==> src/clt_pkg.sv <==
`default_nettype none
package clt_pkg;
  // ----------------------------------------------------------------
  // clock and time bases
  // ----------------------------------------------------------------
  localparam int unsigned CLK_PERIOD_NS = 50;
  localparam int unsigned CLK_HZ = 1_000_000_000 / CLK_PERIOD_NS;
  localparam int unsigned WD_TICK_S = 1;
  localparam int unsigned WD_TICK_CYCLES = CLK_HZ * WD_TICK_S;
  localparam int unsigned ST_TICK_S = 60;
  localparam int unsigned ST_TICK_CYCLES = CLK_HZ * ST_TICK_S;
  localparam int unsigned MIN_PER_H = 60;

  // ----------------------------------------------------------------
  // watchdog and safety timer periods
  // ----------------------------------------------------------------
  localparam logic [7:0] WD_P1_S = 8'h28;
  localparam logic [7:0] WD_P2_S = 8'h50;
  localparam logic [7:0] WD_P3_S = 8'ha0;
  localparam int unsigned ST_P0_H = 5;
  localparam int unsigned ST_P1_H = 8;
  localparam int unsigned ST_P2_H = 12;
  localparam int unsigned ST_P3_H = 20;

  // ----------------------------------------------------------------
  // register map and reset values
  // ----------------------------------------------------------------
  localparam logic [7:0] ADDR_IN_LIM_CTRL = 8'h03;
  localparam logic [7:0] ADDR_PRE_TERM = 8'h04;
  localparam logic [7:0] ADDR_CHG_CTRL_ONE = 8'h05;
  localparam logic [7:0] ADDR_WD_KICK = 8'h07;
  localparam logic [7:0] RST_IN_LIM_CTRL = 8'h39;
  localparam logic [7:0] RST_PRE_TERM = 8'h22;
  localparam logic [7:0] RST_CHG_CTRL_ONE = 8'h9d;
  localparam logic [4:0] IN_LIM_MAX_CODE = 5'h1c;

  // ----------------------------------------------------------------
  // field positions
  // ----------------------------------------------------------------
  localparam int OPT_FORCE_BIT = 7;
  localparam int DET_FORCE_BIT = 6;
  localparam int OPT_EN_BIT = 5;
  localparam int IN_LIM_LSB = 0;
  localparam int PRE_LSB = 4;
  localparam int TERM_LSB = 0;
  localparam int TERM_EN_BIT = 7;
  localparam int IND_OFF_BIT = 6;
  localparam int WD_SEL_LSB = 4;
  localparam int TMR_EN_BIT = 3;
  localparam int TMR_SEL_LSB = 1;
  localparam int TMR_HALF_BIT = 0;
  localparam int KICK_BIT = 6;
endpackage
`default_nettype wire

==> src/clt_config_regs.sv <==
// Notes on behaviour
// - optimizer force start gated, clears once started
// - force detect bit starts source detection
// - optimizer enable bit, enabled after reset
// - limit code 500mA+100mA/LSB, clamp at 1Ch
// - applied limit is minimum of register, pin, power select and, while enabled, optimizer result
// - precharge/termination 50mA+50mA/LSB, default 150mA
// - termination enable bit, default on
// - indicator disable bit turns status pin off
// - watchdog period off/40/80/160 seconds
// - safety timer enable at bit 3
// - fast charge timer 5/8/12/20 hours
// - half rate timer during regulation
// - control register at 05h resets 9Dh
// - watchdog kick restarts timer, self-clears
`timescale 1ns/1ps
`default_nettype none
module clt_config_regs #(
  parameter int unsigned WD_TICK_CYCLES = clt_pkg::WD_TICK_CYCLES,
  parameter int unsigned ST_TICK_CYCLES = clt_pkg::ST_TICK_CYCLES
) (
  input wire logic clock_i,
  input wire logic rst_i,
  input wire logic [7:0] reg_addr_i,
  input wire logic [7:0] wr_data_i,
  input wire logic wr_en_i,
  input wire logic rd_en_i,
  output logic [7:0] rd_data_o,
  input wire logic reg_reset_i,
  input wire logic optimizer_started_i,
  input wire logic detect_done_i,
  input wire logic [4:0] optimizer_current_result_i,
  input wire logic [4:0] current_limit_pin_i,
  input wire logic [4:0] power_select_limit_i,
  input wire logic input_regulation_i,
  input wire logic thermal_regulation_i,
  input wire logic charge_active_i,
  output logic force_optimizer_start_o,
  output logic force_input_source_detect_o,
  output logic optimizer_enable_o,
  output logic [4:0] input_current_limit_o,
  output logic [3:0] precharge_current_o,
  output logic [3:0] termination_current_o,
  output logic termination_enable_o,
  output logic charge_indicator_disable_o,
  output logic watchdog_expired_o,
  output logic safety_timer_expired_o
);
  import clt_pkg::*;

  // ----------------------------------------------------------------
  // state
  // ----------------------------------------------------------------
  typedef struct packed {
    logic opt_force;
    logic det_force;
    logic opt_en;
    logic [4:0] in_lim;
    logic [3:0] prechg;
    logic [3:0] term;
    logic term_en;
    logic ind_off;
    logic [1:0] wd_sel;
    logic tmr_en;
    logic [1:0] tmr_sel;
    logic tmr_half;
    logic kick;
    logic [31:0] wd_pre;
    logic [7:0] wd_sec;
    logic wd_exp;
    logic [31:0] st_pre;
    logic [10:0] st_min;
    logic st_phase;
    logic st_exp;
    logic [4:0] lim_eff;
    logic [7:0] rd_data;
  } clt_state_t;

  localparam clt_state_t RESET_STATE = '{
    det_force: RST_IN_LIM_CTRL[DET_FORCE_BIT],
    opt_en: RST_IN_LIM_CTRL[OPT_EN_BIT],
    in_lim: RST_IN_LIM_CTRL[IN_LIM_LSB +: 5],
    prechg: RST_PRE_TERM[PRE_LSB +: 4],
    term: RST_PRE_TERM[TERM_LSB +: 4],
    term_en: RST_CHG_CTRL_ONE[TERM_EN_BIT],
    ind_off: RST_CHG_CTRL_ONE[IND_OFF_BIT],
    wd_sel: RST_CHG_CTRL_ONE[WD_SEL_LSB +: 2],
    tmr_en: RST_CHG_CTRL_ONE[TMR_EN_BIT],
    tmr_sel: RST_CHG_CTRL_ONE[TMR_SEL_LSB +: 2],
    tmr_half: RST_CHG_CTRL_ONE[TMR_HALF_BIT],
    lim_eff: RST_IN_LIM_CTRL[IN_LIM_LSB +: 5],
    default: '0
  };

  clt_state_t st_r;
  clt_state_t st_nxt;
  logic wr_lim;
  logic wr_pt;
  logic wr_ctl;
  logic wr_kick;
  logic wd_fire;
  logic slowed;
  logic st_tick;
  logic [7:0] charger_control_one_now;

  // ----------------------------------------------------------------
  // helpers
  // ----------------------------------------------------------------
  function automatic logic [7:0] wd_seconds(input logic [1:0] sel);
    if (sel == 2'b01) begin
      return WD_P1_S;
    end else if (sel == 2'b10) begin
      return WD_P2_S;
    end else if (sel == 2'b11) begin
      return WD_P3_S;
    end
    return 8'h00;
  endfunction

  function automatic logic [10:0] st_minutes(input logic [1:0] sel);
    case (sel)
      2'b00: return 11'(ST_P0_H * MIN_PER_H);
      2'b01: return 11'(ST_P1_H * MIN_PER_H);
      2'b10: return 11'(ST_P2_H * MIN_PER_H);
      default: return 11'(ST_P3_H * MIN_PER_H);
    endcase
  endfunction

  function automatic logic [4:0] min2(input logic [4:0] a,
                                      input logic [4:0] b);
    return (a < b) ? a : b;
  endfunction

  function automatic clt_state_t put_ctl(input clt_state_t s,
                                         input logic [7:0] b);
    clt_state_t r;
    r = s;
    r.term_en = b[TERM_EN_BIT];
    r.ind_off = b[IND_OFF_BIT];
    r.wd_sel = b[WD_SEL_LSB +: 2];
    r.tmr_en = b[TMR_EN_BIT];
    r.tmr_sel = b[TMR_SEL_LSB +: 2];
    r.tmr_half = b[TMR_HALF_BIT];
    return r;
  endfunction

  function automatic logic [7:0] rd_mux(input clt_state_t s,
                                        input logic [7:0] a);
    if (a == ADDR_IN_LIM_CTRL) begin
      return {s.opt_force, s.det_force, s.opt_en, s.in_lim};
    end else if (a == ADDR_PRE_TERM) begin
      return {s.prechg, s.term};
    end else if (a == ADDR_CHG_CTRL_ONE) begin
      return {s.term_en, s.ind_off, s.wd_sel, s.tmr_en, s.tmr_sel,
              s.tmr_half};
    end else if (a == ADDR_WD_KICK) begin
      return 8'(s.kick) << KICK_BIT;
    end
    return 8'h00;
  endfunction

  assign wr_lim = wr_en_i && (reg_addr_i == ADDR_IN_LIM_CTRL);
  assign wr_pt = wr_en_i && (reg_addr_i == ADDR_PRE_TERM);
  assign wr_ctl = wr_en_i && (reg_addr_i == ADDR_CHG_CTRL_ONE);
  assign wr_kick = wr_en_i && (reg_addr_i == ADDR_WD_KICK) &&
                   wr_data_i[KICK_BIT];
  assign charger_control_one_now = rd_mux(st_r, ADDR_CHG_CTRL_ONE);

  // ----------------------------------------------------------------
  // next state
  // ----------------------------------------------------------------
  always_comb begin
    st_nxt = st_r;
    wd_fire = 1'b0;
    slowed = 1'b0;
    st_tick = 1'b0;
    if (optimizer_started_i) begin
      st_nxt.opt_force = 1'b0;
    end
    if (detect_done_i) begin
      st_nxt.det_force = 1'b0;
    end
    if (wr_lim) begin
      if (wr_data_i[OPT_FORCE_BIT] && st_r.opt_en) begin
        st_nxt.opt_force = 1'b1;
      end
      st_nxt.det_force = wr_data_i[DET_FORCE_BIT];
      st_nxt.opt_en = wr_data_i[OPT_EN_BIT];
      st_nxt.in_lim = wr_data_i[IN_LIM_LSB +: 5];
    end
    if (wr_pt) begin
      st_nxt.prechg = wr_data_i[PRE_LSB +: 4];
      st_nxt.term = wr_data_i[TERM_LSB +: 4];
    end
    if (wr_ctl) begin
      st_nxt = put_ctl(st_nxt, wr_data_i);
    end
    st_nxt.kick = wr_kick;

    if (st_r.kick || (wd_seconds(st_r.wd_sel) == 8'h00)) begin
      st_nxt.wd_pre = 32'h0;
      st_nxt.wd_sec = 8'h00;
    end else if (st_r.wd_pre == 32'(WD_TICK_CYCLES - 1)) begin
      st_nxt.wd_pre = 32'h0;
      // >= so a shortened period still fires
      if (st_r.wd_sec >= wd_seconds(st_r.wd_sel) - 8'h01) begin
        wd_fire = 1'b1;
        st_nxt.wd_sec = 8'h00;
      end else begin
        st_nxt.wd_sec = st_r.wd_sec + 8'h01;
      end
    end else begin
      st_nxt.wd_pre = st_r.wd_pre + 32'h1;
    end
    st_nxt.wd_exp = wd_fire;

    slowed = st_r.tmr_half && (input_regulation_i || thermal_regulation_i);
    if (!st_r.tmr_en || !charge_active_i) begin
      st_nxt.st_pre = 32'h0;
      st_nxt.st_min = 11'h000;
      st_nxt.st_phase = 1'b0;
      st_nxt.st_exp = 1'b0;
    end else if (!st_r.st_exp) begin
      if (st_r.st_pre == 32'(ST_TICK_CYCLES - 1)) begin
        st_nxt.st_pre = 32'h0;
        st_nxt.st_phase = slowed ? !st_r.st_phase : 1'b0;
        if (!slowed || st_r.st_phase) begin
          st_tick = 1'b1;
          st_nxt.st_min = st_r.st_min + 11'h001;
          if (st_r.st_min >= st_minutes(st_r.tmr_sel) - 11'h001) begin
            st_nxt.st_exp = 1'b1;
          end
        end
      end else begin
        st_nxt.st_pre = st_r.st_pre + 32'h1;
      end
    end

    if (wd_fire) begin
      st_nxt.opt_force = RESET_STATE.opt_force;
      st_nxt.det_force = RESET_STATE.det_force;
      st_nxt.prechg = RESET_STATE.prechg;
      st_nxt.term = RESET_STATE.term;
      st_nxt = put_ctl(st_nxt, RST_CHG_CTRL_ONE);
    end
    if (reg_reset_i) begin
      st_nxt.opt_force = RESET_STATE.opt_force;
      st_nxt.det_force = RESET_STATE.det_force;
      st_nxt.opt_en = RESET_STATE.opt_en;
      st_nxt.in_lim = RESET_STATE.in_lim;
      st_nxt.prechg = RESET_STATE.prechg;
      st_nxt.term = RESET_STATE.term;
      st_nxt = put_ctl(st_nxt, RST_CHG_CTRL_ONE);
      st_nxt.kick = 1'b0;
    end

    // codes above 1Ch act as 1Ch
    st_nxt.lim_eff = min2(min2(st_r.in_lim, IN_LIM_MAX_CODE),
                          min2(current_limit_pin_i, power_select_limit_i));
    if (st_r.opt_en) begin
      st_nxt.lim_eff = min2(st_nxt.lim_eff, optimizer_current_result_i);
    end
    // read data held until next read
    if (rd_en_i) begin
      st_nxt.rd_data = rd_mux(st_r, reg_addr_i);
    end
  end

  always_ff @(posedge clock_i or posedge rst_i) begin
    if (rst_i) begin
      st_r <= RESET_STATE;
    end else begin
      st_r <= st_nxt;
    end
  end

  assign rd_data_o = st_r.rd_data;
  assign force_optimizer_start_o = st_r.opt_force;
  assign force_input_source_detect_o = st_r.det_force;
  assign optimizer_enable_o = st_r.opt_en;
  assign input_current_limit_o = st_r.lim_eff;
  assign precharge_current_o = st_r.prechg;
  assign termination_current_o = st_r.term;
  assign termination_enable_o = st_r.term_en;
  assign charge_indicator_disable_o = st_r.ind_off;
  assign watchdog_expired_o = st_r.wd_exp;
  assign safety_timer_expired_o = st_r.st_exp;
endmodule // clt_config_regs
`default_nettype wire

==> config.mk <==
export PLATFORM = sky130hd
export DESIGN_NAME = clt_config_regs
export DESIGN_NICKNAME = d
export VERILOG_FILES = /design/src/clt_pkg.sv /design/src/clt_config_regs.sv
export SDC_FILE = /design/constraint.sdc
export NUM_CORES = 1
export LEC_CHECK = 0
export BUFFER_PORTS_ARGS = -buffer_cell sky130_fd_sc_hd__clkbuf_2
export CORE_UTILIZATION = 55
export CTS_CLUSTER_SIZE = 25
export DETAILED_ROUTE_END_ITERATION = 8
export MAX_ROUTING_LAYER = met4
export PLACE_DENSITY = 0.82
export SLEW_MARGIN = 15
export SYNTH_ARGS = -nofsm -noshare
export SYNTH_HDL_FRONTEND = slang
export SYNTH_SLANG_ARGS = --single-unit
==> constraint.sdc <==
create_clock -name clock_i -period 5.6 [get_ports clock_i]
set_input_delay 0.28 -clock clock_i [delete_from_list [all_inputs] [get_ports clock_i]]
set_output_delay 0.28 -clock clock_i [all_outputs]
set_load 0.005 [all_outputs]
### Word-level counts from Yosys, hierarchy flattened

Cells that the tools add are included.
W data, S select, Z words.

* bits in registers: 124
* input bits: 41
* output and inout bits: 28
* logic and storage cells: 119

* add/sub/neg operators: 6
* $lt $le $gt $ge: 6
* equal/unequal tests: 11
* mux-type cells: 56
* reduce and logical (&&, ||, !) cells: 18

Operator list (count)
* $mux W124: 2
* $mux W8: 17
* $mux W108: 1
* $mux W45: 2
* $add A32 B1 Y32 const B: 2
* $mux W32: 2
* $mux W11: 5
* $mux W40: 1
* $pmux W11 S3: 1
* $eq A32 B25 Y1 const B: 1
* $eq A32 B31 Y1 const B: 1
* $mux W5: 5
* $eq A8 B3 Y1 const B: 3
* $mux W1: 19
* $lt A5 B5 Y1: 3
* $mux W13: 1
* $add A11 B1 Y11 const B: 1
* $ge A11 B11 Y1: 1
* $sub A11 B1 Y11 const B: 1
* $add A8 B1 Y8 const B: 1
* $eq A8 B2 Y1 const B: 1
* $ge A8 B8 Y1: 1
* $logic_not A8 Y1: 1
* $sub A8 B1 Y8 const B: 1
* 8 further kinds: 23

### Depth between registers and ports, before layout

* depth after elaboration: 19
* mapped depth: 21
* depth with buffers taken out: 20

### Least setup slack after synthesis

Ideal clock, no wire load.

* path type: in2reg
* start point: in power_select_limit_i[2]
* end point: reg st_r (netlist bit input_current_limit_o[0])
* setup time: 0.082 ns
* data arrival time: 4.231 ns
* required time: 5.518 ns
* path slack: 1.287 ns
* stages on the path: 21
* buffers on the path: 1
* cell sequence: inv_1 > ha_1 > a21oi_1 > o21ai_0 > a31oi_1 > mux2i_1 > ha_1 > a21oi_1 > o21ai_0 > a211oi_1 > a21bo_2 > a21oi_1 > nor2_1 > ha_1 > a21o_1 > a21o_1 > a21oi_1 > o22ai_1 > or2_0 > buf_2 > mux2_2

RTL lines
* start, declared: RTL line clt_config_regs.sv:34 `input wire logic [4:0] power_select_limit_i,`
* end signal, assigned: RTL line clt_config_regs.sv:273 `st_r <= st_nxt;`
* end, declared: RTL line clt_config_regs.sv:95 `clt_state_t st_r;`

==> impl_results.md <==
* Status: finished clean
* Crit Reg-Reg Startpoint: st_r[120]$_DFFE_PP1P_
* Largest net degree at the start of global routing at 69
* Endpoints failing setup at 0
* HPWL Detailed at 12050 µm
* Hold slack at 0.02561 ns
* Row cnt at 42
* Post-Synth XOR/XNOR Area at 3.748%
* Power Density at 280.3 nW/µm²
* Core area at 13240 µm²
* Final period util at 84.88%
* EDFF count, synth at 0
* Cell Area, Synth at 7477 µm²
* CP Launch Type: input pin
* GP Congestion at 0.9725
* Clock Tree Root: clkbuf_16
* Post-synthesis simple-gate area fraction at 23.91%
* Distinct cells, synth at 65
* Adder-cell share of the synthesized area at 6.693%
* Total track usage at 27.36%
* Post-synthesis average cell area at 9.085 µm²
* CTS buffer count at 17
* Final Max Slew Viols at 0
* Critical path data required time at 5.94 ns
* Final net count at 939
* I/O pin count at 69
* #FFs+latches synth at 124
* Compound-Gate Fraction of Synth Area at 14.66%
* Worst R2R Setup Slack at 1.46 ns
* Detailed Route WL at 17750 µm
* Cells after DPL at 1015
* Worst skew pair latency at 0.42 ns
* Sequential share of the synthesized area at 41.73%
* Initial antenna violation count at 0
* Die Y at 118.6 µm
* Hold Path Class: input pin to asynchronous set/reset pin
* Worst Skew at 0.007922 ns
* Mapped Nets at 904
* # resized after CTS at 0
* ANT nets after route at 0
* Antenna cells at 0
* Port Buffers at 68
* Post-CTS setup buffer count at 0
* Capturing point of the worst reg2reg path: input_current_limit_o[0]$_DFF_PP1_
* Initial core utilization at 56.46%
* Total power at 0.002343 W
* Die area at 14060 µm²
* Worst-path fanout max at 8
* Clk sink count at 124
* Grt ovf at 0
* Yosys warning count at 0
* Vias in the first global route at 6159
* Drt pass-1 iters at 6
* Pleak at 3.826 nW
* Reg2reg path depth at 15
* Crit Path Category: input pin to register
* Final Hold Viols at 0
* Most common cell after layout, fill and taps aside: dfrtp_1
* Period minus WS final at 4.753 ns
* Routed vias/inst at 6.126
* Synth Flop Type: dfrtp_1
* Post-Syn Instances at 823
* Post-synthesis mux area share at 3.213%
* Post-route DRC at 0
* RSZ-0062 raised after global routing: false
* Vias at 6414
* Fmax at 210.4 MHz
* H-tree depth at 4
* TNS Setup at 0 ns
* Slew headroom at 32.66%
* Max rail drop VDD at 0.0002357 V
* Clock slew at reported path FFs at 0.05 ns
* Most frequent cells in the layout: dfrtp_1 (110), nand2_1 (80), nor2_1 (78)
* Final non-filler cell total at 1047
* # hold bufs at CTS at 0
* Nature of the critical path endpoint: register
* Post-synthesis async set-or-reset flop share at 100.0%
* Largest family of logic cells by synthesized area: simple AND/OR/NAND/NOR gates
* Arr. time, crit path at 5.10 ns
* CTS tree: yes
* Max Root-Sink Buffers at 2
* Initial DRC count at 719
* P&R area growth vs syn at 11.80%
* Maxcap violations at 0
* Layout cells sized above 1 at 16.88%
* Drt wl/cell at 16.95 µm
* Die Width at 118.6 µm
* Slew @ Worst Pin at 1.008 ns
* Placed cell area at 7742 µm²
* Design area at 8359 µm²
* First-pass GRT wire length at 29900 µm
## logic make-up (layout without fill, tap and decap cells)
family	after synthesis	after routing
AO/OA/AOI/OAI	170	170
XOR/XNOR	32	32
adder cells (fa/ha/maj)	40	40
buffers and inverters	91	139
flip-flops	124	124
multiplexers	23	23
AND/OR/NAND/NOR	343	343
## routing by layer
metal	GRT usage [%]	share of wire (%)
met1	36.00	44
met3	5.792	6.4
met2	41.15	47
met5	-	0
met4	11.23	2.7
## layout make-up
| cell class | count | area (µm²) |
|---|---|---|
| Timing Repair Buffer | 70 | 355.3 |
| Fill cell | 1089 | 4883 |
| Clock inverter | 12 | 170.2 |
| Inverter | 37 | 141.4 |
| Sequential cell | 124 | 3120 |
| Clock buffer | 20 | 446.7 |
| Multi-Input combinational cell | 608 | 3905 |
| Tap cell | 176 | 220.2 |
## where the power goes
part | switching [W] | leakage [nW] | internal, W
clock network | 0.000398 | 0.292 | 0.000752
logic | 0.000135 | 1.87 | 0.0000920
registers | 0.0000263 | 1.66 | 0.000939
## cells in the mapped netlist (4+ instances only)
cell type	instances	share of area, %
dfrtp_1	110	37
nand2_1	80	4.0
nor2_1	78	3.9
nand3_1	47	3.1
o21ai_0	47	3.1
ha_1	40	6.7
inv_1	37	1.9
a21oi_1	32	2.1
and3_1	29	2.4
buf_4	24	2.4
nor3_1	23	1.5
xor2_1	20	2.3
clkbuf_1	18	0.90
mux2i_1	15	2.0
or3_1	15	1.3
dfstp_2	14	4.9
a21o_1	12	1.2
a31oi_1	12	1.0
o31ai_1	12	1.2
xnor2_1	12	1.4
nand4_1	11	0.92
buf_2	10	0.67
a211o_1	9	1.1
o22ai_1	9	0.75
mux2_2	8	1.2
nor4_1	8	0.67
a22oi_1	7	0.70
and4_1	7	0.82
nand2b_1	6	0.50
or2_2	6	0.50
and2_1	5	0.42
a41oi_1	4	0.47
nor3b_1	4	0.40
nor4b_1	4	0.47
o41ai_1	4	0.47
## registers in the layout, summed over array words and instances, names as in the netlist
register,count
input_current_limit_o,5
precharge_current_o,4
safety_timer_expired_o,1
optimizer_enable_o,1
force_optimizer_start_o,1
st_r,90
watchdog_expired_o,1
termination_current_o,4
termination_enable_o,1
rd_data_o,8
force_input_source_detect_o,1
charge_indicator_disable_o,1
charger_control_one_now,6
## worst max-delay path by stage
stage / startpoint / end / slack, ns / cells after the start
global placement: power_select_limit_i[2] / input_current_limit_o[0]$_DFF_PP1_ / 0.84 / 20
detailed placement: power_select_limit_i[2] / input_current_limit_o[0]$_DFF_PP1_ / 0.57 / 20
global route: power_select_limit_i[2] / input_current_limit_o[0]$_DFF_PP1_ / 0.51 / 20
CTS: power_select_limit_i[2] / input_current_limit_o[0]$_DFF_PP1_ / 1.0 / 20
floorplan: power_select_limit_i[2] / input_current_limit_o[0]$_DFF_PP1_ / 1.29 / 21
finish: power_select_limit_i[2] / input_current_limit_o[0]$_DFF_PP1_ / 0.85 / 20
## per-stage QoR
| step | worst slack [ns] | util, % |
|---|---|---|
| final | 0.8465 | 63.12 |
| after global routing | 0.5135 | 63.12 |
| after CTS | 0.9987 | 63.12 |
| after detailed placement | 0.5673 | 58.47 |
| after global placement | 0.8445 | 58.47 |
| after floorplan | 1.287 | - |
## critical path, stage by stage
cell and delay, ns:
clkbuf_2 0.10, inv_1 0.05, ha_1 0.29, a21oi_1 0.13
o21ai_0 0.18, a31oi_1 0.52, mux2i_1 0.35, ha_1 0.30
a21oi_1 0.14, o21ai_0 0.09, a211oi_1 0.39, a21bo_2 0.33
a21oi_1 0.20, nor2_1 0.07, ha_1 0.30, and3_1 0.16
nand3_1 0.10, o22ai_1 0.35, or2_0 0.37, mux2_2 0.39
Power figures use the tool's default switching activity.
